<file path="config.mk">
export PLATFORM = sky130hd
export DESIGN_NAME = slpc_top
export DESIGN_NICKNAME = d
export VERILOG_FILES = /design/src/slpc_pkg.sv /design/src/slpc_ptr.sv /design/src/slpc_fmt.sv /design/src/slpc_top.sv
export SDC_FILE = /design/constraint.sdc
export NUM_CORES = 1
export LEC_CHECK = 0
export ABC_AREA = 1
export BUFFER_PORTS_ARGS = -buffer_cell sky130_fd_sc_hd__buf_2
export CAP_MARGIN = 10
export CORE_ASPECT_RATIO = 1.25
export CORE_MARGIN = 5
export CORE_UTILIZATION = 58
export CTS_CLUSTER_DIAMETER = 120
export DETAILED_ROUTE_END_ITERATION = 7
export HOLD_SLACK_MARGIN = 0.1
export PLACE_DENSITY = 0.94
export SLEW_MARGIN = 20
export SYNTH_ARGS = -nofsm -noshare
export SYNTH_HDL_FRONTEND = slang
export SYNTH_SLANG_ARGS = --single-unit
</file>
<file path="constraint.sdc">
create_clock -name clk_i -period 12 [get_ports clk_i]
set_input_delay 1.8 -clock clk_i [delete_from_list [all_inputs] [get_ports clk_i]]
set_output_delay 1.8 -clock clk_i [all_outputs]
set_load 0.02 [all_outputs]
</file>
<file path="src/slpc_pkg.sv">
package slpc_pkg;

  localparam int unsigned PTR_W  = 16;
  localparam int unsigned ADDR_W = 10;
  localparam int unsigned DATA_W = 16;

  // Register offsets as seen on the serial register port.
  localparam logic [ADDR_W-1:0] REG_WR_PTR = 10'h2d0;
  localparam logic [ADDR_W-1:0] REG_RD_PTR = 10'h2d1;
  localparam logic [ADDR_W-1:0] REG_RD_ONE = 10'h2d2;
  localparam logic [ADDR_W-1:0] REG_SRC_1  = 10'h2d3;
  localparam logic [ADDR_W-1:0] REG_SRC_2  = 10'h2d4;
  localparam logic [ADDR_W-1:0] REG_SRC_3  = 10'h2d5;
  localparam logic [ADDR_W-1:0] REG_SRC_4  = 10'h2d6;

  localparam logic [PTR_W-1:0]  PTR_RST      = 16'h0000;
  localparam logic [PTR_W-1:0]  PTR_WRAP_CYC = 16'h0001;
  localparam logic [PTR_W-1:0]  PTR_WRAP_LIN = 16'h0000;
  localparam logic [DATA_W-1:0] SRC_RST      = 16'h0000;

  // Buffer mode, first configuration digit.
  localparam logic [1:0] MODE_OFF    = 2'h0;
  localparam logic [1:0] MODE_CYCLIC = 2'h1;
  localparam logic [1:0] MODE_LINEAR = 2'h2;
  localparam logic [1:0] MODE_CLEAR  = 2'h3;

  // Time stamp, second configuration digit.
  localparam logic [1:0] STAMP_NONE = 2'h0;
  localparam logic [1:0] STAMP_MDY  = 2'h1;
  localparam logic [1:0] STAMP_DMY  = 2'h2;
  localparam logic [1:0] STAMP_HMS  = 2'h3;

  localparam logic [2:0] CHANS_NONE = 3'h4;
  localparam logic [2:0] CHANS_HMS  = 3'h3;
  localparam logic [2:0] CHANS_DATE = 3'h2;

  // Installed memory size code and the sample counts it allows.
  localparam logic [1:0] MEM_32K   = 2'h0;
  localparam logic [1:0] MEM_64K   = 2'h1;
  localparam logic [1:0] MEM_512K  = 2'h2;
  localparam logic [1:0] MEM_1024K = 2'h3;
  localparam logic [PTR_W-1:0] MAX_32K  = 16'h0058;
  localparam logic [PTR_W-1:0] MAX_64K  = 16'h00d8;
  localparam logic [PTR_W-1:0] MAX_512K = 16'h07d8;
  localparam logic [PTR_W-1:0] MAX_1024K_DEF = 16'h0fa0;

  localparam logic [7:0] CHR_CR  = 8'h0d;
  localparam logic [7:0] CHR_LF  = 8'h0a;
  localparam logic [7:0] CHR_TAB = 8'h09;

endpackage

</file>
<file path="src/slpc_ptr.sv">
`timescale 1ns/1ps
module slpc_ptr #(
  parameter int unsigned W = 16
) (
  input  wire logic         clk_i,    // System clock.
  input  wire logic         rst_i,    // Asynchronous reset, active high.
  input  wire logic         ce_i,     // Clock enable.
  input  wire logic         clr_i,    // Clear to zero.
  input  wire logic         ld_i,     // Host load.
  input  wire logic [W-1:0] ld_val_i, // Host load value.
  input  wire logic         inc_i,    // Advance by one.
  input  wire logic [W-1:0] max_i,    // Highest sample number.
  input  wire logic [W-1:0] wrap_i,   // Value taken after the highest.
  output logic      [W-1:0] q_o,      // Current pointer.
  output logic      [W-1:0] next_o    // Value after one advance.
);

  logic [W-1:0] ptr_q;
  logic [W-1:0] ptr_d;

  if (W < 8) begin : g_chk
    $error("slpc_ptr: pointer width too small");
  end

  assign next_o = (ptr_q >= max_i) ? wrap_i : ptr_q + W'(1);
  assign q_o    = ptr_q;

  // The whole word changes in one edge, so a host read never sees half an update.
  always_comb begin
    ptr_d = ptr_q;
    if (clr_i) begin
      ptr_d = '0; // RQ11
    end else if (ld_i) begin
      ptr_d = ld_val_i; // RQ5
    end else if (inc_i) begin
      ptr_d = next_o; // RQ24
    end
  end

  always_ff @(posedge clk_i or posedge rst_i) begin
    if (rst_i) begin
      ptr_q <= '0;
    end else if (ce_i) begin
      ptr_q <= ptr_d;
    end
  end

endmodule // slpc_ptr

</file>
<file path="src/slpc_fmt.sv">
`timescale 1ns/1ps
module slpc_fmt
  import slpc_pkg::*;
(
  input  wire logic       clk_i,        // System clock.
  input  wire logic       rst_i,        // Asynchronous reset, active high.
  input  wire logic       ce_i,         // Clock enable.
  input  wire logic       sheet_i,      // High: spreadsheet style, low: print style.
  input  wire logic       par_done_i,   // Pulse: one parameter of a sample was sent.
  input  wire logic       par_last_i,   // With par_done_i: it was the last one.
  input  wire logic       tx_ready_i,   // Serial transmitter takes a byte.
  output logic            tx_valid_o,   // Separator byte valid.
  output logic      [7:0] tx_byte_o,    // Separator byte.
  output logic            busy_o        // Separator still pending.
);

  typedef enum logic [1:0] {F_IDLE, F_TAB, F_CR, F_LF} slpc_fmt_t;

  slpc_fmt_t  st_q;
  slpc_fmt_t  st_d;
  logic       vld_q;
  logic       vld_d;
  logic [7:0] byte_q;
  logic [7:0] byte_d;

  always_comb begin
    st_d   = st_q;
    vld_d  = vld_q;
    byte_d = byte_q;
    unique case (st_q)
      F_IDLE: begin
        if (par_done_i) begin
          vld_d = 1'b1;
          if (sheet_i && !par_last_i) begin
            st_d   = F_TAB; // RQ20
            byte_d = CHR_TAB;
          end else begin
            st_d   = F_CR; // RQ19
            byte_d = CHR_CR;
          end
        end
      end
      F_TAB: begin
        if (tx_ready_i) begin
          st_d  = F_IDLE;
          vld_d = 1'b0;
        end
      end
      F_CR: begin
        if (tx_ready_i) begin
          st_d   = F_LF; // RQ19
          byte_d = CHR_LF;
        end
      end
      F_LF: begin
        if (tx_ready_i) begin
          st_d  = F_IDLE;
          vld_d = 1'b0;
        end
      end
    endcase
  end

  always_ff @(posedge clk_i or posedge rst_i) begin
    if (rst_i) begin
      st_q   <= F_IDLE;
      vld_q  <= 1'b0;
      byte_q <= 8'h00;
    end else if (ce_i) begin
      st_q   <= st_d;
      vld_q  <= vld_d;
      byte_q <= byte_d;
    end
  end

  assign tx_valid_o = vld_q;
  assign tx_byte_o  = byte_q;
  assign busy_o     = (st_q != F_IDLE);

endmodule // slpc_fmt

</file>
<file path="src/slpc_top.sv">
// What this block does
// RQ1: Sixteen-bit write pointer names latest sample, starts at zero, advances per log.
// RQ2: Before storing, if next write meets read pointer, drop sample and halt.
// RQ3: At the highest sample number pointers wrap or logging stops, per mode.
// RQ4: Sixteen-bit read pointer names latest sample read, advances per log read.
// RQ5: Host may read and overwrite both pointers as ordinary registers.
// RQ6: Host writes only pointer values inside the installed memory range; the code loads any written value without a range check.
// RQ7: Mode one selects the cyclic buffer; write pointer advances each sample.
// RQ8: Cyclic buffer full overwrites oldest and wraps storage to sample one.
// RQ9: Mode two selects the linear buffer; write pointer advances each sample.
// RQ10: Linear buffer full stops logging until pointers are reset.
// RQ11: Mode three plus program button clears both pointers, mode reverts.
// RQ12: Pointer reset changes only pointers, never the stored sample contents.
// RQ13: Four source-select registers name the values captured into each sample.
// RQ14: Source-select registers reachable only over the serial register port.
// RQ15: Highest sample number follows installed memory size.
// RQ16: Setpoint, program button or external switch triggers a sample.
// RQ17: Second digit selects none, date-time month first, day first, or time stamp.
// RQ18: Channel count is four, three or two according to the stamp choice.
// RQ19: Print style ends each parameter with carriage return and line feed.
// RQ20: Spreadsheet style puts a whole sample on a line, tab separated.
// RQ21: All stamps come from the real-time clock.
// RQ22: Single-sample read reports no data when equal, else advances and sends.
// RQ23: Host write to single-sample register takes a sample when a mode is on.
// RQ24: Pointers update in one edge so reads never see partial values.
`timescale 1ns/1ps
module slpc_top
  import slpc_pkg::*;
#(
  parameter logic [PTR_W-1:0] MAX_1024K = MAX_1024K_DEF
) (
  input  wire logic              clk_i,        // System clock, 40 MHz.
  input  wire logic              rst_i,        // Asynchronous reset, active high.
  input  wire logic              ce_i,         // Clock enable, freezes all state when low.
  input  wire logic              reg_rd_i,     // Serial port register read pulse.
  input  wire logic              reg_wr_i,     // Serial port register write pulse.
  input  wire logic [ADDR_W-1:0] reg_addr_i,   // Register number.
  input  wire logic [DATA_W-1:0] reg_wdata_i,  // Write data.
  output logic      [DATA_W-1:0] reg_rdata_o,  // Read data.
  output logic                   reg_ack_o,    // Access done pulse.
  output logic                   nodata_o,     // Pulse: single read found no new sample.
  input  wire logic              cfg_wr_i,     // Configuration write pulse.
  input  wire logic [1:0]        cfg_mode_i,   // Buffer mode digit.
  input  wire logic [1:0]        cfg_stamp_i,  // Time stamp digit.
  input  wire logic              cfg_sheet_i,  // Spreadsheet style when high.
  output logic      [1:0]        mode_o,       // Current buffer mode.
  input  wire logic              setpoint_i,   // Setpoint trigger pulse, same clock.
  input  wire logic              prog_btn_i,   // Program button pin, high when pressed.
  input  wire logic              ext_sw_i,     // External switch pin, high when closed.
  input  wire logic [1:0]        mem_sel_i,    // Installed memory size pins.
  output logic                   log_req_o,    // Pulse: store a sample.
  output logic      [PTR_W-1:0]  log_addr_o,   // Sample number to store at.
  output logic      [2:0]        log_chans_o,  // Channels in the sample.
  output logic      [1:0]        log_stamp_o,  // Stamp format of the sample.
  output logic                   rtc_latch_o,  // Pulse: take stamp from the real-time clock.
  output logic                   log_drop_o,   // Pulse: trigger discarded.
  output logic                   fetch_req_o,  // Pulse: send a stored sample.
  output logic      [PTR_W-1:0]  fetch_addr_o, // Sample number to send.
  output logic      [DATA_W-1:0] src1_o,       // First source register number.
  output logic      [DATA_W-1:0] src2_o,       // Second source register number.
  output logic      [DATA_W-1:0] src3_o,       // Third source register number.
  output logic      [DATA_W-1:0] src4_o,       // Fourth source register number.
  input  wire logic              par_done_i,   // Pulse: one parameter sent.
  input  wire logic              par_last_i,   // With par_done_i: last parameter.
  input  wire logic              tx_ready_i,   // Transmitter takes a byte.
  output logic                   tx_valid_o,   // Separator byte valid.
  output logic      [7:0]        tx_byte_o     // Separator byte.
);

  if (PTR_W != DATA_W) begin : g_chk
    $error("slpc_top: pointers must fill a register");
  end

  // Pin synchronisers; the first stage feeds only the second.
  logic [1:0] btn_s1_q, btn_s2_q, btn_s3_q;
  logic [1:0] btn_s1_d, btn_s2_d, btn_s3_d;
  logic [1:0] mem_s1_q, mem_s2_q;

  always_comb begin
    btn_s1_d = {ext_sw_i, prog_btn_i};
    btn_s2_d = btn_s1_q;
    btn_s3_d = btn_s2_q;
  end

  always_ff @(posedge clk_i or posedge rst_i) begin
    if (rst_i) begin
      btn_s1_q <= 2'h0;
      btn_s2_q <= 2'h0;
      btn_s3_q <= 2'h0;
      mem_s1_q <= MEM_32K;
      mem_s2_q <= MEM_32K;
    end else if (ce_i) begin
      btn_s1_q <= btn_s1_d;
      btn_s2_q <= btn_s2_d;
      btn_s3_q <= btn_s3_d;
      mem_s1_q <= mem_sel_i;
      mem_s2_q <= mem_s1_q;
    end
  end

  logic prog_rise;
  logic ext_rise;
  assign prog_rise = btn_s2_q[0] & ~btn_s3_q[0];
  assign ext_rise  = btn_s2_q[1] & ~btn_s3_q[1];

  // Configuration and source-select state.
  logic [1:0]        mode_q, mode_d, prev_mode_q, prev_mode_d;
  logic [1:0]        stamp_q, stamp_d;
  logic              sheet_q, sheet_d;
  logic [DATA_W-1:0] src_q [4];
  logic [DATA_W-1:0] src_d [4];

  logic [PTR_W-1:0] max_cnt;
  logic [PTR_W-1:0] wrap_to;
  logic [PTR_W-1:0] wp, wp_next, rp, rp_next;
  logic             mode_on;
  logic             lin_full;
  logic             collide;
  logic             trig;
  logic             log_go;
  logic             rd_one;
  logic             rd_go;
  logic             ptr_clr;
  logic             wp_ld, rp_ld;
  logic [2:0]       chans;

  always_comb begin
    unique case (mem_s2_q)
      MEM_32K:  max_cnt = MAX_32K; // RQ15
      MEM_64K:  max_cnt = MAX_64K;
      MEM_512K: max_cnt = MAX_512K;
      default:  max_cnt = MAX_1024K;
    endcase
  end

  always_comb begin
    unique case (stamp_q)
      STAMP_NONE: chans = CHANS_NONE; // RQ18
      STAMP_HMS:  chans = CHANS_HMS;
      default:    chans = CHANS_DATE;
    endcase
  end

  assign mode_on  = (mode_q == MODE_CYCLIC) || (mode_q == MODE_LINEAR); // RQ7 RQ9
  assign wrap_to  = (mode_q == MODE_CYCLIC) ? PTR_WRAP_CYC : PTR_WRAP_LIN; // RQ8 RQ3
  assign lin_full = (mode_q == MODE_LINEAR) && (wp >= max_cnt); // RQ10
  assign collide  = (wp_next == rp); // RQ2
  // Trigger sources; a host write to the single-sample register counts as one.
  assign trig     = setpoint_i | ext_rise | (prog_rise & mode_on)
                  | (reg_wr_i & (reg_addr_i == REG_RD_ONE)); // RQ16 RQ23
  assign log_go   = trig & mode_on & ~lin_full & ~collide; // RQ2 RQ3
  assign rd_one   = reg_rd_i & (reg_addr_i == REG_RD_ONE);
  assign rd_go    = rd_one & (rp != wp); // RQ22
  // Only the pointers are cleared; stored samples stay in memory untouched.
  assign ptr_clr  = prog_rise & (mode_q == MODE_CLEAR); // RQ11 RQ12
  assign wp_ld    = reg_wr_i & (reg_addr_i == REG_WR_PTR); // RQ5
  assign rp_ld    = reg_wr_i & (reg_addr_i == REG_RD_PTR); // RQ5

  always_comb begin
    mode_d      = mode_q;
    prev_mode_d = prev_mode_q;
    stamp_d     = stamp_q;
    sheet_d     = sheet_q;
    src_d       = src_q;
    if (cfg_wr_i) begin
      mode_d  = cfg_mode_i;
      stamp_d = cfg_stamp_i; // RQ17
      sheet_d = cfg_sheet_i;
      if (cfg_mode_i == MODE_CLEAR && mode_q != MODE_CLEAR) begin
        prev_mode_d = mode_q;
      end
    end else if (ptr_clr) begin
      mode_d = prev_mode_q; // RQ11
    end
    // Only the serial register port reaches these; no panel path exists.
    if (reg_wr_i) begin
      unique case (reg_addr_i)
        REG_SRC_1: src_d[0] = reg_wdata_i; // RQ13 RQ14
        REG_SRC_2: src_d[1] = reg_wdata_i;
        REG_SRC_3: src_d[2] = reg_wdata_i;
        REG_SRC_4: src_d[3] = reg_wdata_i;
        default: ;
      endcase
    end
  end

  always_ff @(posedge clk_i or posedge rst_i) begin
    if (rst_i) begin
      mode_q      <= MODE_OFF;
      prev_mode_q <= MODE_OFF;
      stamp_q     <= STAMP_NONE;
      sheet_q     <= 1'b0;
      for (int i = 0; i < 4; i++) begin
        src_q[i] <= SRC_RST;
      end
    end else if (ce_i) begin
      mode_q      <= mode_d;
      prev_mode_q <= prev_mode_d;
      stamp_q     <= stamp_d;
      sheet_q     <= sheet_d;
      src_q       <= src_d;
    end
  end

  slpc_ptr #(.W(PTR_W)) u_wr_ptr (
    .clk_i    (clk_i),
    .rst_i    (rst_i),
    .ce_i     (ce_i),
    .clr_i    (ptr_clr),
    .ld_i     (wp_ld),
    .ld_val_i (reg_wdata_i),
    .inc_i    (log_go), // RQ1
    .max_i    (max_cnt),
    .wrap_i   (wrap_to),
    .q_o      (wp),
    .next_o   (wp_next)
  );

  slpc_ptr #(.W(PTR_W)) u_rd_ptr (
    .clk_i    (clk_i),
    .rst_i    (rst_i),
    .ce_i     (ce_i),
    .clr_i    (ptr_clr),
    .ld_i     (rp_ld),
    .ld_val_i (reg_wdata_i),
    .inc_i    (rd_go), // RQ4
    .max_i    (max_cnt),
    .wrap_i   (wrap_to),
    .q_o      (rp),
    .next_o   (rp_next)
  );

  // Registered outputs.
  logic [DATA_W-1:0] rdata_q, rdata_d;
  logic              ack_q, ack_d, nodata_q, nodata_d;
  logic              lreq_q, lreq_d, rtc_q, rtc_d, drop_q, drop_d, freq_q, freq_d;
  logic [PTR_W-1:0]  laddr_q, laddr_d, faddr_q, faddr_d;
  logic [2:0]        lch_q, lch_d;
  logic [1:0]        lst_q, lst_d;

  always_comb begin
    ack_d    = reg_rd_i | reg_wr_i;
    rdata_d  = '0;
    if (reg_rd_i) begin
      unique case (reg_addr_i)
        REG_WR_PTR: rdata_d = wp; // RQ5 RQ24
        REG_RD_PTR: rdata_d = rp;
        REG_RD_ONE: rdata_d = rd_go ? rp_next : '0;
        REG_SRC_1:  rdata_d = src_q[0];
        REG_SRC_2:  rdata_d = src_q[1];
        REG_SRC_3:  rdata_d = src_q[2];
        REG_SRC_4:  rdata_d = src_q[3];
        default:    rdata_d = '0;
      endcase
    end
    nodata_d = rd_one & ~rd_go; // RQ22
    freq_d   = rd_go; // RQ22
    faddr_d  = rd_go ? rp_next : faddr_q;
    lreq_d   = log_go;
    laddr_d  = log_go ? wp_next : laddr_q;
    lch_d    = log_go ? chans : lch_q;
    lst_d    = log_go ? stamp_q : lst_q;
    rtc_d    = log_go & (stamp_q != STAMP_NONE); // RQ21
    drop_d   = trig & mode_on & ~log_go; // RQ2 RQ10
  end

  always_ff @(posedge clk_i or posedge rst_i) begin
    if (rst_i) begin
      rdata_q  <= '0;
      ack_q    <= 1'b0;
      nodata_q <= 1'b0;
      freq_q   <= 1'b0;
      faddr_q  <= PTR_RST;
      lreq_q   <= 1'b0;
      laddr_q  <= PTR_RST;
      lch_q    <= CHANS_NONE;
      lst_q    <= STAMP_NONE;
      rtc_q    <= 1'b0;
      drop_q   <= 1'b0;
    end else if (ce_i) begin
      rdata_q  <= rdata_d;
      ack_q    <= ack_d;
      nodata_q <= nodata_d;
      freq_q   <= freq_d;
      faddr_q  <= faddr_d;
      lreq_q   <= lreq_d;
      laddr_q  <= laddr_d;
      lch_q    <= lch_d;
      lst_q    <= lst_d;
      rtc_q    <= rtc_d;
      drop_q   <= drop_d;
    end
  end

  slpc_fmt u_fmt (
    .clk_i      (clk_i),
    .rst_i      (rst_i),
    .ce_i       (ce_i),
    .sheet_i    (sheet_q), // RQ19 RQ20
    .par_done_i (par_done_i),
    .par_last_i (par_last_i),
    .tx_ready_i (tx_ready_i),
    .tx_valid_o (tx_valid_o),
    .tx_byte_o  (tx_byte_o),
    .busy_o     ()
  );

  assign reg_rdata_o  = rdata_q;
  assign reg_ack_o    = ack_q;
  assign nodata_o     = nodata_q;
  assign mode_o       = mode_q;
  assign log_req_o    = lreq_q;
  assign log_addr_o   = laddr_q;
  assign log_chans_o  = lch_q;
  assign log_stamp_o  = lst_q;
  assign rtc_latch_o  = rtc_q;
  assign log_drop_o   = drop_q;
  assign fetch_req_o  = freq_q;
  assign fetch_addr_o = faddr_q;
  assign src1_o       = src_q[0];
  assign src2_o       = src_q[1];
  assign src3_o       = src_q[2];
  assign src4_o       = src_q[3];

endmodule // slpc_top

</file>
==> metrics.md <==
| Metric | Value |
|---|---|
| Cells on worst reg2reg path | 16 |
| Buf/Inv on CP | 2 |
| Final HPWL DP | 22110 um |
| Ys async rst share | 1.000 |
| CTS Buf Count | 17 |
| YS warnings | 0 |
| Synth Area per Inst | 7.800 um2 |
| Worst Hold Class | reg -> reg |
| Fin. max-slew vios | 0 |
| Initial drt markers | 1335 |
| Initial Utilization | 0.5884 |
| Count of different cell masters after synthesis | 48 |
| Die width | 124.7 um |
| Largest net degree at the start of global routing | 99 |
| VDD IR max | 0.09177 mV |
| Diode count | 0 |
| TritonCTS sink count | 179 |
| Number of synthesized register bits | 179 |
| Num ports | 179 |
| All-layer global routing usage | 0.3272 |
| Reg-to-Reg Start | mem_s2_q[1]$_DFFE_PP0P_ |
| Setup Buffers After CTS | 0 |
| Routed len/inst | 19.51 um |
| Site Rows | 52 |
| Required @ worst endpoint | 12350 ps |
| Hold Fails Final Rpt | 0 |
| Final TNS setup | 0 ps |
| P_int | 0.001179 W |
| Critical path peak fanout | 25 |
| Routed vias/inst | 6.113 |
| Yosys top cell by area | dfrtp_1 |
| Max cap viols | 0 |
| P_sw | 0.0006231 W |
| Die H | 153.3 um |
| CTS Buffer Depth | 2 |
| Hold depth | 2 |
| CP max-delay cell | a31oi_4 |
| Failing checks | design-rule violations |
| Inst Count DP | 1562 |
| Resized cells post-CTS | 0 |
| Yosys top cell area share | 0.4673 |
| Post-synth top flop | dfrtp_1 |
| Fin nets | 1427 |
| Area growth, synth to finish | 16.49% |
| Post-Syn Instances | 1222 |
| Least-Margin Pin Slew | 1054 ps |
| FF-to-FF End | u_wr_ptr.q_o[10]$_DFFE_PP0P_ |
| Post-Synth XOR/XNOR Area | 0.01654 |
| Hold path endpoint | log_addr_o[14]$_DFFE_PP0P_ |
| Crit-path cells | buf_2 > nor2_1 > nand3_1 > nor3_2 > nand2_2 > nor2_4 > inv_1 > a31oi_4 > nand2_2 > a21oi_1 > o21ai_0 > o21ai_0 |
| Setup CP Type | in -> reg |
| Finished Layout Cells | 1595 |
| CP arrival | 4790 ps |
| Buffers on Ports | 174 |
| Worst skew pair latency | 440 ps |
| Total power draw | 0.001803 W |
| CTS tree | done |
| Via count | 9750 |
| Worst setup SP type | primary input |
| Fmax | 225.3 MHz |
| Hold Path Origin | log_addr_o[14]$_DFFE_PP0P_ |
| Pre-CTS setup slack | 7261 ps |
| Crit share post-route | 0.3699 |
| Compound-gate portion of the synthesized area | 0.1520 |
| Lkg Pwr | 5.871 nW |
| Pwr dens | 162.3 nW/um2 |
| First-pass GRT wire length | 50100 um |
| Final setup fails | 0 |
| Fin worst setup slack | 7561 ps |
| Area of the mapped netlist | 9532 um2 |
| Die area | 19110 um2 |
| Initial DRT Pass Iterations | 8 |
| Clk network pwr share | 0.341 |
| DRC Markers | 15 |
| Sw Share | 0.3457 |
| CTS root buf | clkbuf_16 |
| Post-synth EDFFs | 0 |
| DRT Wirelength | 31120 um |
| ANT nets after route | 0 |
| Worst slew margin | 0.2951 |
| Final min period | 4439 ps |
| GR Overflow Total | 0 |
| RSZ-0062 raised after global routing | false |
| Status | finished, violations left |
| Crit path max-delay family | simple AND/OR/NAND/NOR gates |
| Sequential share of the synthesized area | 0.4701 |
| Gp weighted congestion | 1.004 |
| Share of layout cells above drive strength 1 | 0.1806 |
| Initial antenna violation count | 0 |
| Hold_buf cts | 0 |
| Simple-Gate Fraction of Synth Area | 0.2604 |
| Logic pwr share | 0.246 |
| Skew final | 10.87 ps |
| Vias in the first global route | 9632 |
| Synth top area cells | dfrtp_1, nand2_1, o21ai_0, inv_1, nand3_1 |
| Clk pin slew, worst setup/hold paths | 70 ps |
| Post-synthesis mux area share | 0 |
| Htree depth | 4 |
| Flop2flop setup slack | 7960 ps |
| Slowest stage delay, CP | 470 ps |
| Core area | 16200 um2 |
| Register share of total power | 0.413 |
| Largest family of logic cells by synthesized area | simple AND/OR/NAND/NOR gates |
| Fraction of the mapped netlist area in adder cells | 0.01969 |
| Crit. End Element | flip-flop |
==> cell usage after synthesis (2+ instances only) <==
library cell  number
nand2_1          362
dfrtp_1          178
o21ai_0          168
inv_1            117
nor2_1            70
nand3_1           58
a21oi_1           40
clkbuf_1          37
nand4_1           31
xor2_1            18
ha_1              15
o21ai_1           13
nor3_1            11
nand3_2           10
a2111oi_0          8
buf_6              7
a22o_1             6
buf_2              6
nand2_2            6
a221oi_1           5
clkinv_1           5
nor3_2             5
buf_4              4
o211ai_1           4
a32o_1             3
o2111ai_1          3
o32ai_1            3
a31oi_1            2
buf_1              2
inv_2              2
nand3b_1           2
nor2_2             2
nor2_4             2
nor3b_1            2
or2_2              2
==> metal layers <==
| layer | wire length, um | part of all wire | track usage |
|---|---|---|---|
| met1 | 10840 | 0.35 | 0.3974 |
| met2 | 14510 | 0.47 | 0.5180 |
| met3 | 3438 | 0.11 | 0.08168 |
| met4 | 2336 | 0.075 | 0.2157 |
| met5 | 0 | 0 | 0 |
==> worst max-delay path by stage <==
stage,cells past startpoint,startpoint,endpoint,slack [ps]
floorplan,1,rst_i,btn_s1_q[0]$_DFFE_PP0P_,5340
global placement,12,reg_addr_i[5],u_rd_ptr.q_o[3]$_DFFE_PP0P_,7520
detailed placement,12,reg_addr_i[5],u_rd_ptr.q_o[12]$_DFFE_PP0P_,7260
CTS,12,reg_addr_i[5],u_rd_ptr.q_o[10]$_DFFE_PP0P_,7710
global route,12,reg_addr_i[5],u_rd_ptr.q_o[10]$_DFFE_PP0P_,7400
finish,12,reg_addr_i[5],u_rd_ptr.q_o[10]$_DFFE_PP0P_,7560
==> worst min-delay path: stages, from the launching register on <==
cell     delay [ps]
dfrtp_1         340
nand2_1          50
inv_1            40
==> state kept, by name, summed over array words and instances, names as in the netlist, 3 cells and up <==
signal,count
fetch_addr_o,16
log_addr_o,16
log_chans_o,3
reg_rdata_o,16
src1_o,16
src2_o,16
src3_o,16
src4_o,16
u_fmt.tx_byte_o,4
u_rd_ptr.q_o,16
u_wr_ptr.q_o,16
==> power by group through the flow <==
stage	logic (W)	clock network (W)	registers [W]
after global placement	0.000415	0	0.000747
after CTS	0.000434	0.000613	0.000741
after global routing	0.000496	0.000641	0.000754
after detailed placement	0.000428	0	0.000751
after floorplan	0.000291	0	0.000760
final	0.000444	0.000614	0.000744
==> logic make-up after synthesis <==
group	Yosys count
xor+xnor	18
flops	179
compound gates	260
buf+inv	182
simple gates	567
other cells	1
fa+ha+maj	15
==> area by class of cell <==
| class | count | area (um2) |
|---|---|---|
| fillers | 1215 | 5097 |
| flip-flops and latches | 179 | 4481 |
| multi-input cells | 864 | 4305 |
| repair buffers | 181 | 940.9 |
| inverters | 124 | 470.5 |
| clock buffers | 19 | 432.9 |
| well taps | 216 | 270.3 |
| clock inverters | 12 | 202.7 |
==> per-stage QoR <==
stage / cell area, um2 / hold WS (ps) / utilization
6_report: 11100 / 458.0 / 0.6854
5_1_grt: 11100 / 504.8 / 0.6854
4_1_cts: 11060 / 465.2 / 0.6825
3_5_place_dp: 10420 / 446.9 / 0.6433
3_3_place_gp: 10420 / 444.2 / 0.6433
2_1_floorplan: 9543 / 441.7 / -
==> cells in the final DEF, fill, tap and decap left out, drive strengths merged, types with 4 or more instances in the layout <==
| cell type | netlist | final |
|---|---|---|
| nand2 | 369 | 369 |
| o21ai | 181 | 181 |
| buf | 20 | 180 |
| dfrtp | 178 | 178 |
| inv | 119 | 122 |
| nor2 | 74 | 74 |
| nand3 | 69 | 69 |
| a21oi | 40 | 40 |
| nand4 | 31 | 31 |
| clkbuf | 38 | 20 |
| xor2 | 18 | 18 |
| nor3 | 17 | 17 |
| ha | 15 | 15 |
| a2111oi | 8 | 8 |
| clkinv | 5 | 8 |
| a22o | 6 | 6 |
| a221oi | 5 | 5 |
| bufinv | 0 | 5 |
| o211ai | 4 | 4 |
| conb | 1 | 4 |
Note: power is estimated with default switching activity, not from simulation.
